`src/pcint_defs.svh`:
```
// Register offsets, field positions and constants of the pin change block
`ifndef PCINT_DEFS_SVH
`define PCINT_DEFS_SVH

// -----------------------------------------------------------------
// Register byte offsets
// -----------------------------------------------------------------
`define PCINT_OFS_A_RISE 6'h00
`define PCINT_OFS_A_FALL 6'h04
`define PCINT_OFS_A_FLAG 6'h08
`define PCINT_OFS_B_RISE 6'h0C
`define PCINT_OFS_B_FALL 6'h10
`define PCINT_OFS_B_FLAG 6'h14
`define PCINT_OFS_C_RISE 6'h18
`define PCINT_OFS_C_FALL 6'h1C
`define PCINT_OFS_C_FLAG 6'h20
`define PCINT_OFS_CTRL 6'h24
`define PCINT_OFS_EVT_STAT 6'h28
`define PCINT_OFS_EVT_MASK 6'h2C

// -----------------------------------------------------------------
// Fields, masks and reset values
// -----------------------------------------------------------------
`define PCINT_MASK_A 8'h3F
`define PCINT_MASK_B 8'hF0
`define PCINT_MASK_C 8'hFF
`define PCINT_BIT_MASTER_EN 0
`define PCINT_BIT_SUMMARY 1
`define PCINT_RST_BYTE 8'h00
`define PCINT_RST_EVT 3'h0
`define PCINT_RESP_OKAY 2'h0
`define PCINT_RESP_SLVERR 2'h2
`define PCINT_ADDR_LSB 2
`define PCINT_ADDR_MSB 5

`endif

```
`src/pcint_pkg.sv`:
```
// Types shared by the pin change block and its bench
package pcint_pkg;

    // -------------------------------------------------------------
    // Port data
    // -------------------------------------------------------------
    // Three ports of eight pin positions each
    typedef logic [2:0][7:0] pcint_ports_type;

    // -------------------------------------------------------------
    // AXI4-Lite carriers
    // -------------------------------------------------------------
    // Master to slave signals
    typedef struct packed {
        logic [5:0] awaddr;
        logic awvalid;
        logic [31:0] wdata;
        logic [3:0] wstrb;
        logic wvalid;
        logic bready;
        logic [5:0] araddr;
        logic arvalid;
        logic rready;
    } pcint_axi_req_type;

    // Slave to master signals
    typedef struct packed {
        logic awready;
        logic wready;
        logic bvalid;
        logic [1:0] bresp;
        logic arready;
        logic rvalid;
        logic [31:0] rdata;
        logic [1:0] rresp;
    } pcint_axi_rsp_type;

endpackage : pcint_pkg

```
`src/pcint_top.sv`:
```
// Pin change detector with per-pin flags and an AXI4-Lite register slave
`include "pcint_defs.svh"

// Summary of operation
// - Every implemented pin of every port individually selectable
// - Flags still set while master disabled
// - Rising detector gated by rising enable bit
// - Falling detector gated by falling enable bit
// - Both enables set on a pin detect both edge directions
// - Enabled edge sets flag, interrupts if enabled
// - Summary flag is OR of all flags
// - Writing zero clears a pin flag
// - Edge during flag write leaves flag set
// - Edge in sleep wakes device if enabled
// - Flag updated before wake request is seen
// - First port implements pins five to zero
// - Second port implements pins seven to four
// - Flag set by enabled matching edge or by writing one to it
module pcint_top (
    // Clock and reset
    input wire logic clk_sys,
    input wire logic rst_n,
    // Port pins, asynchronous levels synchronised by two flops
    input wire pcint_pkg::pcint_ports_type pin_level,
    // Device sleep state
    input wire logic sleep_active,
    // Register bus
    input wire pcint_pkg::pcint_axi_req_type bus_req,
    output pcint_pkg::pcint_axi_rsp_type bus_rsp,
    // Interrupt and wake requests
    output logic irq,
    output logic wake_req
);

    // -------------------------------------------------------------
    // Declarations
    // -------------------------------------------------------------
    // Implemented bit positions per port
    localparam pcint_pkg::pcint_ports_type IMPL_MASK =
        {`PCINT_MASK_C, `PCINT_MASK_B, `PCINT_MASK_A};

    // Synchroniser stages and previous sample
    pcint_pkg::pcint_ports_type sync_first;
    pcint_pkg::pcint_ports_type sync_second;
    pcint_pkg::pcint_ports_type level_prev;
    // Edge enables and per-pin flags
    pcint_pkg::pcint_ports_type rise_en;
    pcint_pkg::pcint_ports_type fall_en;
    pcint_pkg::pcint_ports_type pin_change_flag_bits;
    pcint_pkg::pcint_ports_type next_rise_en;
    pcint_pkg::pcint_ports_type next_fall_en;
    pcint_pkg::pcint_ports_type next_flag;
    // Enabled edges found this cycle
    pcint_pkg::pcint_ports_type edge_hit;
    // Control bit and event status
    logic change_irq_master_enable;
    logic next_master_enable;
    logic [2:0] evt_status;
    logic [2:0] evt_mask;
    logic [2:0] next_evt_status;
    logic [2:0] next_evt_mask;
    logic [2:0] port_event;
    // Summary of all per-pin flags
    logic change_irq_summary_flag;
    logic next_irq;
    logic next_wake;

    // Bus slave state
    logic aw_held;
    logic w_held;
    logic [5:0] wr_addr;
    logic [7:0] wr_byte;
    logic wr_lane0;
    logic next_aw_held;
    logic next_w_held;
    logic [5:0] next_wr_addr;
    logic [7:0] next_wr_byte;
    logic next_wr_lane0;
    logic wr_fire;
    logic [7:0] wr_val;
    logic wr_hit;
    pcint_pkg::pcint_axi_rsp_type next_rsp;
    logic [7:0] rd_byte;
    logic rd_ok;

    // -------------------------------------------------------------
    // Pin sampling
    // -------------------------------------------------------------
    // Two flops per pin, then one more for the previous value
    always_ff @(posedge clk_sys or negedge rst_n) begin
        if (!rst_n) begin
            sync_first <= '0;
            sync_second <= '0;
            level_prev <= '0;
        end else begin
            sync_first <= pin_level;
            sync_second <= sync_first;
            level_prev <= sync_second;
        end
    end

    // -------------------------------------------------------------
    // Edge detection
    // -------------------------------------------------------------
    // One detector pair per pin position of every port
    generate
        for (genvar p = 0; p < 3; p++) begin : g_port
            for (genvar b = 0; b < 8; b++) begin : g_pin
                // Rising and falling paths, each gated by its own enable
                assign edge_hit[p][b] = IMPL_MASK[p][b] &
                    ((rise_en[p][b] & sync_second[p][b] & ~level_prev[p][b]) |
                     (fall_en[p][b] & ~sync_second[p][b] & level_prev[p][b]));
            end
            // Any enabled edge on this port
            assign port_event[p] = |edge_hit[p];
        end
    endgenerate

    // -------------------------------------------------------------
    // Write decode
    // -------------------------------------------------------------
    // A write is performed once address and data are both held
    always_comb begin
        wr_fire = aw_held & w_held & ~bus_rsp.bvalid;
        wr_val = wr_lane0 ? wr_byte : `PCINT_RST_BYTE;
        wr_hit = wr_fire & wr_lane0;
    end

    // -------------------------------------------------------------
    // Enables, flags and control
    // -------------------------------------------------------------
    // Next values of all software visible state
    always_comb begin
        next_rise_en = rise_en;
        next_fall_en = fall_en;
        next_master_enable = change_irq_master_enable;
        next_evt_mask = evt_mask;
        next_flag = pin_change_flag_bits;
        next_evt_status = evt_status;
        // Register writes
        if (wr_hit) begin
            unique case (wr_addr)
                `PCINT_OFS_A_RISE: next_rise_en[0] = wr_val & IMPL_MASK[0];
                `PCINT_OFS_A_FALL: next_fall_en[0] = wr_val & IMPL_MASK[0];
                `PCINT_OFS_A_FLAG: next_flag[0] = wr_val & IMPL_MASK[0];
                `PCINT_OFS_B_RISE: next_rise_en[1] = wr_val & IMPL_MASK[1];
                `PCINT_OFS_B_FALL: next_fall_en[1] = wr_val & IMPL_MASK[1];
                `PCINT_OFS_B_FLAG: next_flag[1] = wr_val & IMPL_MASK[1];
                `PCINT_OFS_C_RISE: next_rise_en[2] = wr_val & IMPL_MASK[2];
                `PCINT_OFS_C_FALL: next_fall_en[2] = wr_val & IMPL_MASK[2];
                `PCINT_OFS_C_FLAG: next_flag[2] = wr_val & IMPL_MASK[2];
                `PCINT_OFS_CTRL: begin
                    next_master_enable = wr_val[`PCINT_BIT_MASTER_EN];
                end
                `PCINT_OFS_EVT_STAT: begin
                    // Write one to clear
                    next_evt_status = evt_status & ~wr_val[2:0];
                end
                `PCINT_OFS_EVT_MASK: next_evt_mask = wr_val[2:0];
                default: begin
                    // Unmapped: no state changes
                end
            endcase
        end
        // Hardware set wins over any write in the same cycle
        next_flag = next_flag | edge_hit;
        next_evt_status = next_evt_status | port_event;
    end

    // Registers of the software visible state
    always_ff @(posedge clk_sys or negedge rst_n) begin
        if (!rst_n) begin
            rise_en <= '0;
            fall_en <= '0;
            pin_change_flag_bits <= '0;
            change_irq_master_enable <= 1'b0;
            evt_status <= `PCINT_RST_EVT;
            evt_mask <= `PCINT_RST_EVT;
        end else begin
            rise_en <= next_rise_en;
            fall_en <= next_fall_en;
            pin_change_flag_bits <= next_flag;
            change_irq_master_enable <= next_master_enable;
            evt_status <= next_evt_status;
            evt_mask <= next_evt_mask;
        end
    end

    // -------------------------------------------------------------
    // Interrupt and wake
    // -------------------------------------------------------------
    // Interrupt follows the event status, wake the flag registers, so flags lead wake
    always_comb begin
        change_irq_summary_flag = |pin_change_flag_bits;
        next_irq = change_irq_master_enable &
            (|(evt_status & evt_mask));
        next_wake = change_irq_master_enable & sleep_active &
            change_irq_summary_flag;
    end

    // Request outputs
    always_ff @(posedge clk_sys or negedge rst_n) begin
        if (!rst_n) begin
            irq <= 1'b0;
            wake_req <= 1'b0;
        end else begin
            irq <= next_irq;
            wake_req <= next_wake;
        end
    end

    // -------------------------------------------------------------
    // Read mux
    // -------------------------------------------------------------
    // Unimplemented bits read as zero
    always_comb begin
        rd_ok = 1'b1;
        // Low two address bits are ignored, as on the write side
        unique case ({bus_req.araddr[`PCINT_ADDR_MSB:`PCINT_ADDR_LSB], 2'h0})
            `PCINT_OFS_A_RISE: rd_byte = rise_en[0];
            `PCINT_OFS_A_FALL: rd_byte = fall_en[0];
            `PCINT_OFS_A_FLAG: rd_byte = pin_change_flag_bits[0];
            `PCINT_OFS_B_RISE: rd_byte = rise_en[1];
            `PCINT_OFS_B_FALL: rd_byte = fall_en[1];
            `PCINT_OFS_B_FLAG: rd_byte = pin_change_flag_bits[1];
            `PCINT_OFS_C_RISE: rd_byte = rise_en[2];
            `PCINT_OFS_C_FALL: rd_byte = fall_en[2];
            `PCINT_OFS_C_FLAG: rd_byte = pin_change_flag_bits[2];
            `PCINT_OFS_CTRL: begin
                rd_byte = `PCINT_RST_BYTE;
                rd_byte[`PCINT_BIT_MASTER_EN] = change_irq_master_enable;
                rd_byte[`PCINT_BIT_SUMMARY] = change_irq_summary_flag;
            end
            `PCINT_OFS_EVT_STAT: rd_byte = {5'h00, evt_status};
            `PCINT_OFS_EVT_MASK: rd_byte = {5'h00, evt_mask};
            default: begin
                rd_byte = `PCINT_RST_BYTE;
                rd_ok = 1'b0;
            end
        endcase
    end

    // -------------------------------------------------------------
    // Bus slave handshakes
    // -------------------------------------------------------------
    // Address and data are taken in either order, answered once both held
    always_comb begin
        next_aw_held = aw_held;
        next_w_held = w_held;
        next_wr_addr = wr_addr;
        next_wr_byte = wr_byte;
        next_wr_lane0 = wr_lane0;
        next_rsp = bus_rsp;
        // Write address channel
        if (bus_req.awvalid & bus_rsp.awready) begin
            next_aw_held = 1'b1;
            next_wr_addr = {bus_req.awaddr[`PCINT_ADDR_MSB:`PCINT_ADDR_LSB], 2'h0};
        end
        // Write data channel, only the low lane carries register bits
        if (bus_req.wvalid & bus_rsp.wready) begin
            next_w_held = 1'b1;
            next_wr_byte = bus_req.wdata[7:0];
            next_wr_lane0 = bus_req.wstrb[0];
        end
        // Perform the write and raise the response
        if (wr_fire) begin
            next_aw_held = 1'b0;
            next_w_held = 1'b0;
            next_rsp.bvalid = 1'b1;
            next_rsp.bresp = `PCINT_RESP_OKAY;
            unique case (wr_addr)
                `PCINT_OFS_A_RISE, `PCINT_OFS_A_FALL, `PCINT_OFS_A_FLAG,
                `PCINT_OFS_B_RISE, `PCINT_OFS_B_FALL, `PCINT_OFS_B_FLAG,
                `PCINT_OFS_C_RISE, `PCINT_OFS_C_FALL, `PCINT_OFS_C_FLAG,
                `PCINT_OFS_CTRL, `PCINT_OFS_EVT_STAT,
                `PCINT_OFS_EVT_MASK: next_rsp.bresp = `PCINT_RESP_OKAY;
                default: next_rsp.bresp = `PCINT_RESP_SLVERR;
            endcase
        end else if (bus_rsp.bvalid & bus_req.bready) begin
            next_rsp.bvalid = 1'b0;
        end
        // Ready while nothing is held for that channel and no write response is pending
        next_rsp.awready = ~next_aw_held & ~next_rsp.bvalid;
        next_rsp.wready = ~next_w_held & ~next_rsp.bvalid;
        // Read channel: one read at a time
        if (bus_req.arvalid & bus_rsp.arready) begin
            next_rsp.rvalid = 1'b1;
            next_rsp.rdata = {24'h000000, rd_byte};
            next_rsp.rresp = rd_ok ? `PCINT_RESP_OKAY : `PCINT_RESP_SLVERR;
        end else if (bus_rsp.rvalid & bus_req.rready) begin
            next_rsp.rvalid = 1'b0;
        end
        next_rsp.arready = ~next_rsp.rvalid;
    end

    // Bus slave registers
    always_ff @(posedge clk_sys or negedge rst_n) begin
        if (!rst_n) begin
            aw_held <= 1'b0;
            w_held <= 1'b0;
            wr_addr <= '0;
            wr_byte <= `PCINT_RST_BYTE;
            wr_lane0 <= 1'b0;
            bus_rsp <= '0;
        end else begin
            aw_held <= next_aw_held;
            w_held <= next_w_held;
            wr_addr <= next_wr_addr;
            wr_byte <= next_wr_byte;
            wr_lane0 <= next_wr_lane0;
            bus_rsp <= next_rsp;
        end
    end

endmodule : pcint_top

```
`config.mk`:
```
export PLATFORM = sky130hd
export DESIGN_NAME = pcint_top
export DESIGN_NICKNAME = d
export VERILOG_FILES = /design/src/pcint_pkg.sv /design/src/pcint_top.sv
export VERILOG_INCLUDE_DIRS = /design/src
export SDC_FILE = /design/constraint.sdc
export NUM_CORES = 1
export LEC_CHECK = 0
export CORE_ASPECT_RATIO = 0.6
export CORE_MARGIN = 2
export CORE_UTILIZATION = 40
export DETAILED_ROUTE_END_ITERATION = 12
export DONT_BUFFER_PORTS = 1
export HOLD_SLACK_MARGIN = 0.1
export SLEW_MARGIN = 20
export SYNTH_ARGS = -nofsm -noshare
export SYNTH_HDL_FRONTEND = slang
export SYNTH_SLANG_ARGS = --single-unit
```
`constraint.sdc`:
```
create_clock -name clk_sys -period 2.5 [get_ports clk_sys]
set_input_delay 0.25 -clock clk_sys [delete_from_list [all_inputs] [get_ports clk_sys]]
set_output_delay 0.25 -clock clk_sys [all_outputs]
set_load 0.03 [all_outputs]
```
==> results of run 1 <==
-- cells in the final DEF, fill, tap and decap left out, drive strengths merged, types with 5 or more instances in the layout --
cell / synthesis / final
and2: 8 / 8
nand3b: 10 / 10
buf: 31 / 9
clkbuf: 13 / 18
dfrtp: 147 / 147
a21oi: 18 / 18
nand2: 60 / 60
nand2b: 9 / 9
nor2b: 5 / 5
or3: 5 / 5
nand3: 13 / 13
o22ai: 10 / 10
mux2: 57 / 57
a211o: 13 / 13
conb: 1 / 26
o21ai: 34 / 34
mux2i: 5 / 5
nor4: 10 / 10
dlygate4sd3: 0 / 42
nor2: 27 / 27
inv: 5 / 10
-- state kept, by name, summed over array words and instances (netlist names) --
signal / flops
change_irq_master_enable: 1
wr_addr: 4
aw_held: 1
fall_en: 18
wake_req: 1
wr_lane0: 1
sync_first: 18
wr_byte: 8
rise_en: 18
bus_rsp: 15
irq: 1
evt_mask: 3
level_prev: 18
pin_change_flag_bits: 18
evt_status: 3
w_held: 1
sync_second: 18
-- routing by layer --
metal,track usage (%),vias up
met5,0,-
met4,5.351,0
met3,5.455,16
met2,26.52,213
met1,30.31,2163
li1,-,1931
-- worst paths after layout --
| path | startpoint | to | slack (ns) |
|---|---|---|---|
| setup / recovery | bus_rsp[38] | pin_change_flag_bits[20] | 0.39 |
| hold / removal | rst_n | sync_first[14] | -0.49 |
| setup reg to reg | bus_rsp[38] | pin_change_flag_bits[20] | 0.39 |
| hold reg to reg | sync_first[17] | sync_second[17] | 0.35 |
| max in group asynchronous | rst_n | sync_first[1] | 2.81 |
| min in group clk_sys | bus_req[4] | bus_rsp[8] | 0.11 |
-- per-stage QoR --
stage	instances	power, W
floorplan	548	0.004552
global placement	716	0.004957
detailed placement	716	0.005035
CTS	790	0.007768
global route	790	0.008131
finish	790	0.007744
-- worst max-delay path, cell delays in order, from the launching register on --
cell and delay [ns]:
dfrtp_1 0.38, nand4b_2 0.25, or3_4 0.38, or3_1 0.59, a211o_1 0.38
-- layout make-up --
type / count / area, um^2 / share of cell area (%)
Tap cell: 203 / 254.0 / 3.463
Sequential cell: 147 / 3679 / 50.15
Clock inverter: 14 / 177.7 / 2.422
Timing Repair Buffer: 51 / 488.0 / 6.653
Inverter: 5 / 18.77 / 0.2559
Multi-Input combinational cell: 352 / 2288 / 31.20
Clock buffer: 18 / 429.2 / 5.851
-- cell usage after synthesis, types with 2 or more instances --
library cell / count / area share [%]
a22oi_1: 3 / 0.36
nand3_1: 13 / 1.1
buf_1: 3 / 0.18
a31oi_1: 3 / 0.30
o21ai_0: 34 / 2.8
dfrtp_1: 147 / 60
nand2b_1: 9 / 0.91
o221ai_1: 2 / 0.28
and3_1: 4 / 0.41
buf_4: 26 / 3.2
a32o_1: 3 / 0.49
o22ai_1: 10 / 1.0
clkbuf_1: 12 / 0.73
nand3b_1: 10 / 1.2
a21oi_1: 18 / 1.5
mux2_2: 57 / 10
nor2_1: 27 / 1.6
inv_1: 5 / 0.30
nor2b_1: 5 / 0.51
nand4b_1: 3 / 0.43
nor3b_1: 2 / 0.24
mux2i_1: 5 / 0.81
a32oi_1: 2 / 0.28
o31ai_1: 3 / 0.36
or4_1: 2 / 0.24
or3_1: 3 / 0.30
nor4_1: 10 / 1.0
nand2_1: 60 / 3.6
a211o_1: 13 / 1.8
a22o_1: 2 / 0.28
and2_1: 7 / 0.71
-- power breakdown --
group / switching, W / internal (W)
combinational: 0.000768 / 0.000722
clock: 0.00106 / 0.00158
sequential: 0.000664 / 0.00295
total: 0.00249 / 0.00525
-- logic make-up after synthesis --
family,Yosys count
buffers and inverters,49
and+or+nand+nor,166
DFF,147
other,1
AOI/OAI and AO/OA,97
muxes,63
-- repair_timing --
action	4_1_cts	5_1_grt
gates resized for setup	0	0
hold endpoints to repair	191	147
buffers inserted	0	0
==> impl_metrics.yaml, run 1 <==
timing:
  hold_violations: 147
  max_clock_freq_ghz: 0.4750
  fin_crit_sh_pct: 84.22
  relSlewSlack_pct: 55.09
  whs_ns: -0.4862
  fin_skew_ns: 0.007327
  finalSetupViolCount: 0
  rsz0062_at_grt: "false"
  fin_crit_ns: 2.105
  slew_viol_final: 0
  worstMarginPinSlew_ns: 0.6675
  fin_tns_setup_ns: 0
  worst_slack_ns: 0.3946
power_and_ir_drop:
  ir_drop_v: 0.0004435
  leakage_nw: 3.270
  powerDensity_mw_per_mm2: 1056
route:
  num_vias: 4323
  met1Wirelength_um: 7379
  viasPerCell: 5.472
  top_layer: "met4"
  wl_um: 15170
  routedWlPerCell_um: 19.20
  route.met2.wl_um: 6208
  firstDrtPassIters: 5
  post-route-drc-count: 0
  wl_met3_um: 1435
  drt_iter0_drc: 400
  final_antenna_net_count: 0
clock_tree:
  cts_tree: "built"
  htree_levels: 4
  numCtsBuffers: 17
  cts_root_buffer: "clkbuf_16"
  cts.sinks: 147
  cts.clk_slew.worst_paths_ns: 0.06
  clk_path_buf_depth: 2
  cts_hold_buf: 42
  clkLatencyLatePin_ns: 0.43
floorplanning:
  die_h_um: 100.2
  die-area_mm2: 0.01648
  rows: 35
  die_w_um: 164.4
  start_util_pct: 40.52
  core_mm2: 0.01524
  io_pins: 123
place:
  place_area_mm2: 0.006307
  pre_cts_ws_ns: 0.4344
  dp_hpwl_um: 10310
  place_congestion: 0.9394
  portBuffers: 0
critical_path:
  cp-start-kind: "flop"
  rr_worst_depth: 4
  crit_arrival_ns: 2.42
  cp_max_fo: 16
  crit_type: "reg -> reg"
  critPathRequiredTime_ns: 2.81
  endpoint_kind: "flop"
final_layout:
  num_antenna_cells: 0
  drive_gt1_share_pct: 17.89
  final_util_pct: 48.13
  fillCellCount: 1393
  areaGrowthSynthToFinish_pct: 18.78
  fin_nets: 654
  design_area_mm2: 0.007335
yosys:
  synthArstFlopShare_pct: 100.0
  yosysWarnings: 0
  synth_cells: 523
  yosys.area_share.simple_pct: 13.92
  seq_area_frac_synth_pct: 59.57
  synth_top_family_by_area: "simple AND/OR/NAND/NOR gates"
  netlist_area_mm2: 0.006175
  netlist-cell-type-count: 51
  synth_xor_area_share_pct: 0
  synth_seq_cells: 147
  synth_fa_ha_area_share_pct: 0
  synth_ff_type: "dfrtp_1"
  syn_avg_cell_area_um2: 11.81
  synth_edf_count: 0
  muxShareOfSynthArea_pct: 11.57
  synth-compound-area-share_pct: 9.990
global_routing:
  first_global_vias: 4164
  antenna_found_initial: 0
  grt-ovfl-total: 0
  grt_max_degree: 148
  grt_pass1_wl_um: 23740
  track_usage_pct: 19.55
outcome:
  status: "finished, violations left"
  violations: "negative hold slack"
min_path:
  hold_class: "in -> async"
run:
  maxCapViolations: 0
Power figures use the tool's default switching activity.
==> run 2: changes to the inputs <==
==> constraint.sdc (replaced) <==
create_clock -name clk_sys -period 1.91 [get_ports clk_sys]
set_input_delay 0.191 -clock clk_sys [delete_from_list [all_inputs] [get_ports clk_sys]]
set_output_delay 0.191 -clock clk_sys [all_outputs]
set_load 0.03 [all_outputs]
==> impl_metrics.yaml, run 2 (synthesis results as in run 1) <==
route:
  num_vias: 4382
  wl_met3_um: 1260
  final_antenna_net_count: 0
  wl_um: 15350
  route.met2.wl_um: 6218
  post-route-drc-count: 0
  drt_iter0_drc: 363
  routedWlPerCell_um: 19.14
  firstDrtPassIters: 5
  top_layer: "met4"
  met1Wirelength_um: 7671
  viasPerCell: 5.464
critical_path:
  rr_worst_depth: 5
  cp_max_fo: 16
  crit_start: "bus_rsp[38]"
  crit-reg2reg-launch: "bus_rsp[38]"
  crit_type: "reg -> reg"
  crit_arrival_ns: 2.16
  critPathRequiredTime_ns: 2.22
  cp-start-kind: "flop"
  endpoint_kind: "flop"
timing:
  max_clock_freq_ghz: 0.5429
  whs_ns: -0.5431
  finalSetupViolCount: 0
  fin_tns_setup_ns: 0
  slew_viol_final: 0
  relSlewSlack_pct: 58.40
  fin_crit_ns: 1.842
  worst_slack_ns: 0.06820
  fin_skew_ns: 0.006909
  fin_crit_sh_pct: 96.43
  worstMarginPinSlew_ns: 0.6183
  hold_violations: 147
outcome:
  violations: "negative hold slack"
  status: "finished, violations left"
global_routing:
  grt-ovfl-total: 0
  track_usage_pct: 19.86
  grt_max_degree: 148
  antenna_found_initial: 0
  grt_pass1_wl_um: 24260
  first_global_vias: 4296
power_and_ir_drop:
  sw_frac_of_total_pct: 33.24
  powerDensity_mw_per_mm2: 1350
  power_switching_w: 0.003347
  comb_power_share_pct: 20.8
  p_clk_share_pct: 32.2
  p_int_w: 0.006722
  leakage_nw: 3.330
  pwr-share-seq_pct: 47.0
  ir_drop_v: 0.0006735
clock_tree:
  cts_root_buffer: "clkbuf_16"
  cts_tree: "built"
  numCtsBuffers: 17
  cts.clk_slew.worst_paths_ns: 0.07
  htree_levels: 4
  clk_path_buf_depth: 2
  cts_hold_buf: 42
  cts.sinks: 147
  post_cts_buffers: 0
  clkLatencyLatePin_ns: 0.43
floorplanning:
  rows: 35
  start_util_pct: 40.52
  die_w_um: 164.4
  core_mm2: 0.01524
  die-area_mm2: 0.01648
  die_h_um: 100.2
  io_pins: 123
run:
  maxCapViolations: 0
place:
  place_congestion: 0.9371
  pre_cts_ws_ns: 0.01720
  placed_cells: 728
  portBuffers: 0
  dp_hpwl_um: 10460
final_layout:
  drive_gt1_share_pct: 20.70
  multi_input_area_mm2: 0.002332
  num_antenna_cells: 0
  final_cell_mix: "146 x dfrtp_1, 60 x nand2_1, 57 x mux2_2, 42 x dlygate4sd3_1, 34 x o21ai_0"
  areaGrowthSynthToFinish_pct: 20.81
  fin_nets: 666
  final_util_pct: 48.95
  seq_area_mm2: 0.003680
  layout.cells.non_filler: 802
  fillCellCount: 1373
  mostFrequentLayoutCell: "dfrtp_1"
min_path:
  hold_class: "in -> async"
==> run 2: worst paths after layout <==
check                                           end  slack, ns
setup / recovery           pin_change_flag_bits[22]       0.07
hold / removal                      sync_second[23]      -0.54
setup reg to reg           pin_change_flag_bits[22]       0.07
hold reg to reg                     sync_second[15]       0.35
max in group asynchronous               bus_rsp[38]       2.28
min in group clk_sys                     bus_rsp[4]       0.08
==> run 2: critical path: stages (launching register included) <==
cell      delay, ns
dfrtp_2        0.40
nand4b_4       0.19
or3_4          0.34
or3_1          0.33
buf_6          0.17
a211o_1        0.30
==> run 2: layout make-up <==
cell class / count / share of cell area [%]
Timing Repair Buffer: 63 / 8.017
Sequential cell: 147 / 49.33
Clock inverter: 15 / 2.030
Clock buffer: 17 / 5.703
Inverter: 5 / 0.2516
Tap cell: 203 / 3.405
Multi-Input combinational cell: 352 / 31.26
==> run 2: power by group through the flow <==
stage / clock, W / sequential (W) / combinational [W]
final: 0.00324 / 0.00473 / 0.00210
after detailed placement: 0 / 0.00476 / 0.00196
after global routing: 0.00343 / 0.00483 / 0.00231
after floorplan: 0 / 0.00452 / 0.00147
after global placement: 0 / 0.00472 / 0.00190
after CTS: 0.00330 / 0.00470 / 0.00207
==> run 2: per-layer routing <==
metal  global-route usage [%]  up-vias
met5                        0        -
met4                    6.087        0
met3                    5.207       21
met2                    27.36      183
met1                    30.44     2233
li1                         -     1945
==> run 2: repair_timing <==
action | in CTS | in global routing
gates resized for setup | 0 | 8
hold endpoints to repair | 194 | 147
setup endpoints to repair | 0 | 25
==> run 2: metrics by stage <==
stage / power [W] / area, um^2
global placement: 0.006618 / 6429
detailed placement: 0.006713 / 6429
CTS: 0.01008 / 7426
finish: 0.01007 / 7460
floorplan: 0.005990 / 6287
global route: 0.01057 / 7460
==> run 3: changes to the inputs <==
--- a/config.mk
+++ b/config.mk
@@ -8,7 +8,7 @@
 export LEC_CHECK = 0
 export CORE_ASPECT_RATIO = 0.6
 export CORE_MARGIN = 2
-export CORE_UTILIZATION = 40
+export CORE_UTILIZATION = 30
 export DETAILED_ROUTE_END_ITERATION = 12
 export DONT_BUFFER_PORTS = 1
 export HOLD_SLACK_MARGIN = 0.1
==> impl_metrics.yaml, run 3 (synthesis results as in run 1) <==
global_routing:
  grt_pass1_wl_um: 25560
  grt_max_degree: 148
  grt-ovfl-total: 0
  track_usage_pct: 15.93
  first_global_vias: 4270
  antenna_found_initial: 0
critical_path:
  critPathRequiredTime_ns: 2.22
  crit_type: "reg -> reg"
  worstPathCellList: "nand4b_4 -> or3_4 -> or3_1 -> buf_6 -> a211o_1"
  cpPeakStageDelay_ns: 0.40
  cp_top_family: "simple AND/OR/NAND/NOR gates"
  cp-start-kind: "flop"
  cpMaxStageDelayCell: "dfrtp_2"
  cp_max_fo: 16
  crit_arrival_ns: 2.16
  critPathBufInv: 1
  endpoint_kind: "flop"
timing:
  worstMarginPinSlew_ns: 0.5558
  fin_tns_setup_ns: 0
  hold_violations: 147
  fin_crit_sh_pct: 97.12
  max_clock_freq_ghz: 0.5391
  fin_skew_ns: 0.01153
  finalSetupViolCount: 0
  relSlewSlack_pct: 62.61
  fin_crit_ns: 1.855
  whs_ns: -0.5277
  slew_viol_final: 0
final_layout:
  areaGrowthSynthToFinish_pct: 22.09
  final_cell_mix: "146 x dfrtp_1, 60 x nand2_1, 57 x mux2_2, 41 x dlygate4sd3_1, 33 x o21ai_0"
  seq_area_mm2: 0.003680
  mostFrequentLayoutCell: "dfrtp_1"
  multi_input_area_mm2: 0.002321
  drive_gt1_share_pct: 20.67
  fillCellCount: 1940
  fin_nets: 668
  layout.cells.non_filler: 873
  num_antenna_cells: 0
place:
  place_congestion: 0.8439
  dp_hpwl_um: 11400
  portBuffers: 0
  placed_cells: 801
floorplanning:
  die_h_um: 115.1
  rows: 40
  core_mm2: 0.02007
  start_util_pct: 30.77
  die-area_mm2: 0.02178
  die_w_um: 189.2
  io_pins: 123
clock_tree:
  clk_path_buf_depth: 2
  cts_hold_buf: 41
  cts.sinks: 147
  post_cts_buffers: 0
  cts.clk_slew.worst_paths_ns: 0.06
  numCtsBuffers: 17
  clkLatencyLatePin_ns: 0.42
  htree_levels: 4
  cts_root_buffer: "clkbuf_16"
  cts_tree: "built"
min_path:
  hold_class: "in -> async"
run:
  maxCapViolations: 0
route:
  wl_um: 16500
  viasPerCell: 5.029
  num_vias: 4390
  post-route-drc-count: 0
  final_antenna_net_count: 0
  drt_iter0_drc: 399
  firstDrtPassIters: 5
  routedWlPerCell_um: 18.90
power_and_ir_drop:
  powerDensity_mw_per_mm2: 1335
  leakage_nw: 3.337
  ir_drop_v: 0.0006219
outcome:
  status: "finished, violations left"
  violations: "negative hold slack"
[run 3: layout make-up]
| type | count | area share (%) |
|---|---|---|
| clock buffers | 20 | 6.058 |
| clock inverters | 11 | 1.411 |
| inverters | 5 | 0.2490 |
| multi-input cells | 352 | 30.79 |
| flip-flops and latches | 147 | 48.81 |
| well taps | 273 | 4.531 |
| repair buffers | 65 | 8.149 |
[run 3: stage by stage]
stage	util, %	total power [W]	instance area (um^2)	setup WS, ns
6_report	37.56	0.01006	7538	0.05510
3_5_place_dp	32.58	0.006786	6539	0.03319
3_3_place_gp	32.58	0.006682	6539	0.05178
2_1_floorplan	-	0.005990	6287	-0.07350
4_1_cts	37.43	0.01007	7512	0.03065
5_1_grt	37.56	0.01059	7538	-0.007383
[run 3: worst paths after layout]
| check | startpoint | endpoint | slack, ns | depth (start not counted) |
|---|---|---|---|---|
| setup reg to reg | bus_rsp[38] | pin_change_flag_bits[23] | 0.06 | 5 |
| min in group clk_sys | bus_req[6] | bus_rsp[8] | 0.12 | 2 |
| max in group asynchronous | rst_n | pin_change_flag_bits[12] | 2.12 | 0 |
| hold / removal | rst_n | bus_rsp[9] | -0.53 | 0 |
| hold reg to reg | sync_first[16] | sync_second[16] | 0.35 | 0 |
| setup / recovery | bus_rsp[38] | pin_change_flag_bits[23] | 0.06 | 5 |
[run 3: worst reg2reg max path, delay by kind of cell (launching register included)]
kind,cells,cell delay (ns)
AND/OR/NAND/NOR,3,0.87
AO/OA/AOI/OAI,1,0.30
flip-flops,1,0.40
buffers and inverters,1,0.17
[run 3: layer usage]
layer | vias up | GRT usage, % | routed length, um
met2 | 208 | 21.47 | 6718
li1 | 1952 | - | -
met5 | - | 0 | 0
met1 | 2222 | 23.37 | 7958
met4 | 0 | 3.514 | 95
met3 | 8 | 6.899 | 1728
[run 3: repair_timing]
item	CTS	global route
gates resized for setup	0	8
setup endpoints to repair	0	16
endpoints found under the hold margin	193	147
[run 3: report_power, final]
| part | internal (W) | switching (W) |
|---|---|---|
| Sequential | 0.00386 | 0.000877 |
| Clock | 0.00186 | 0.00132 |
| Combinational | 0.00104 | 0.00110 |
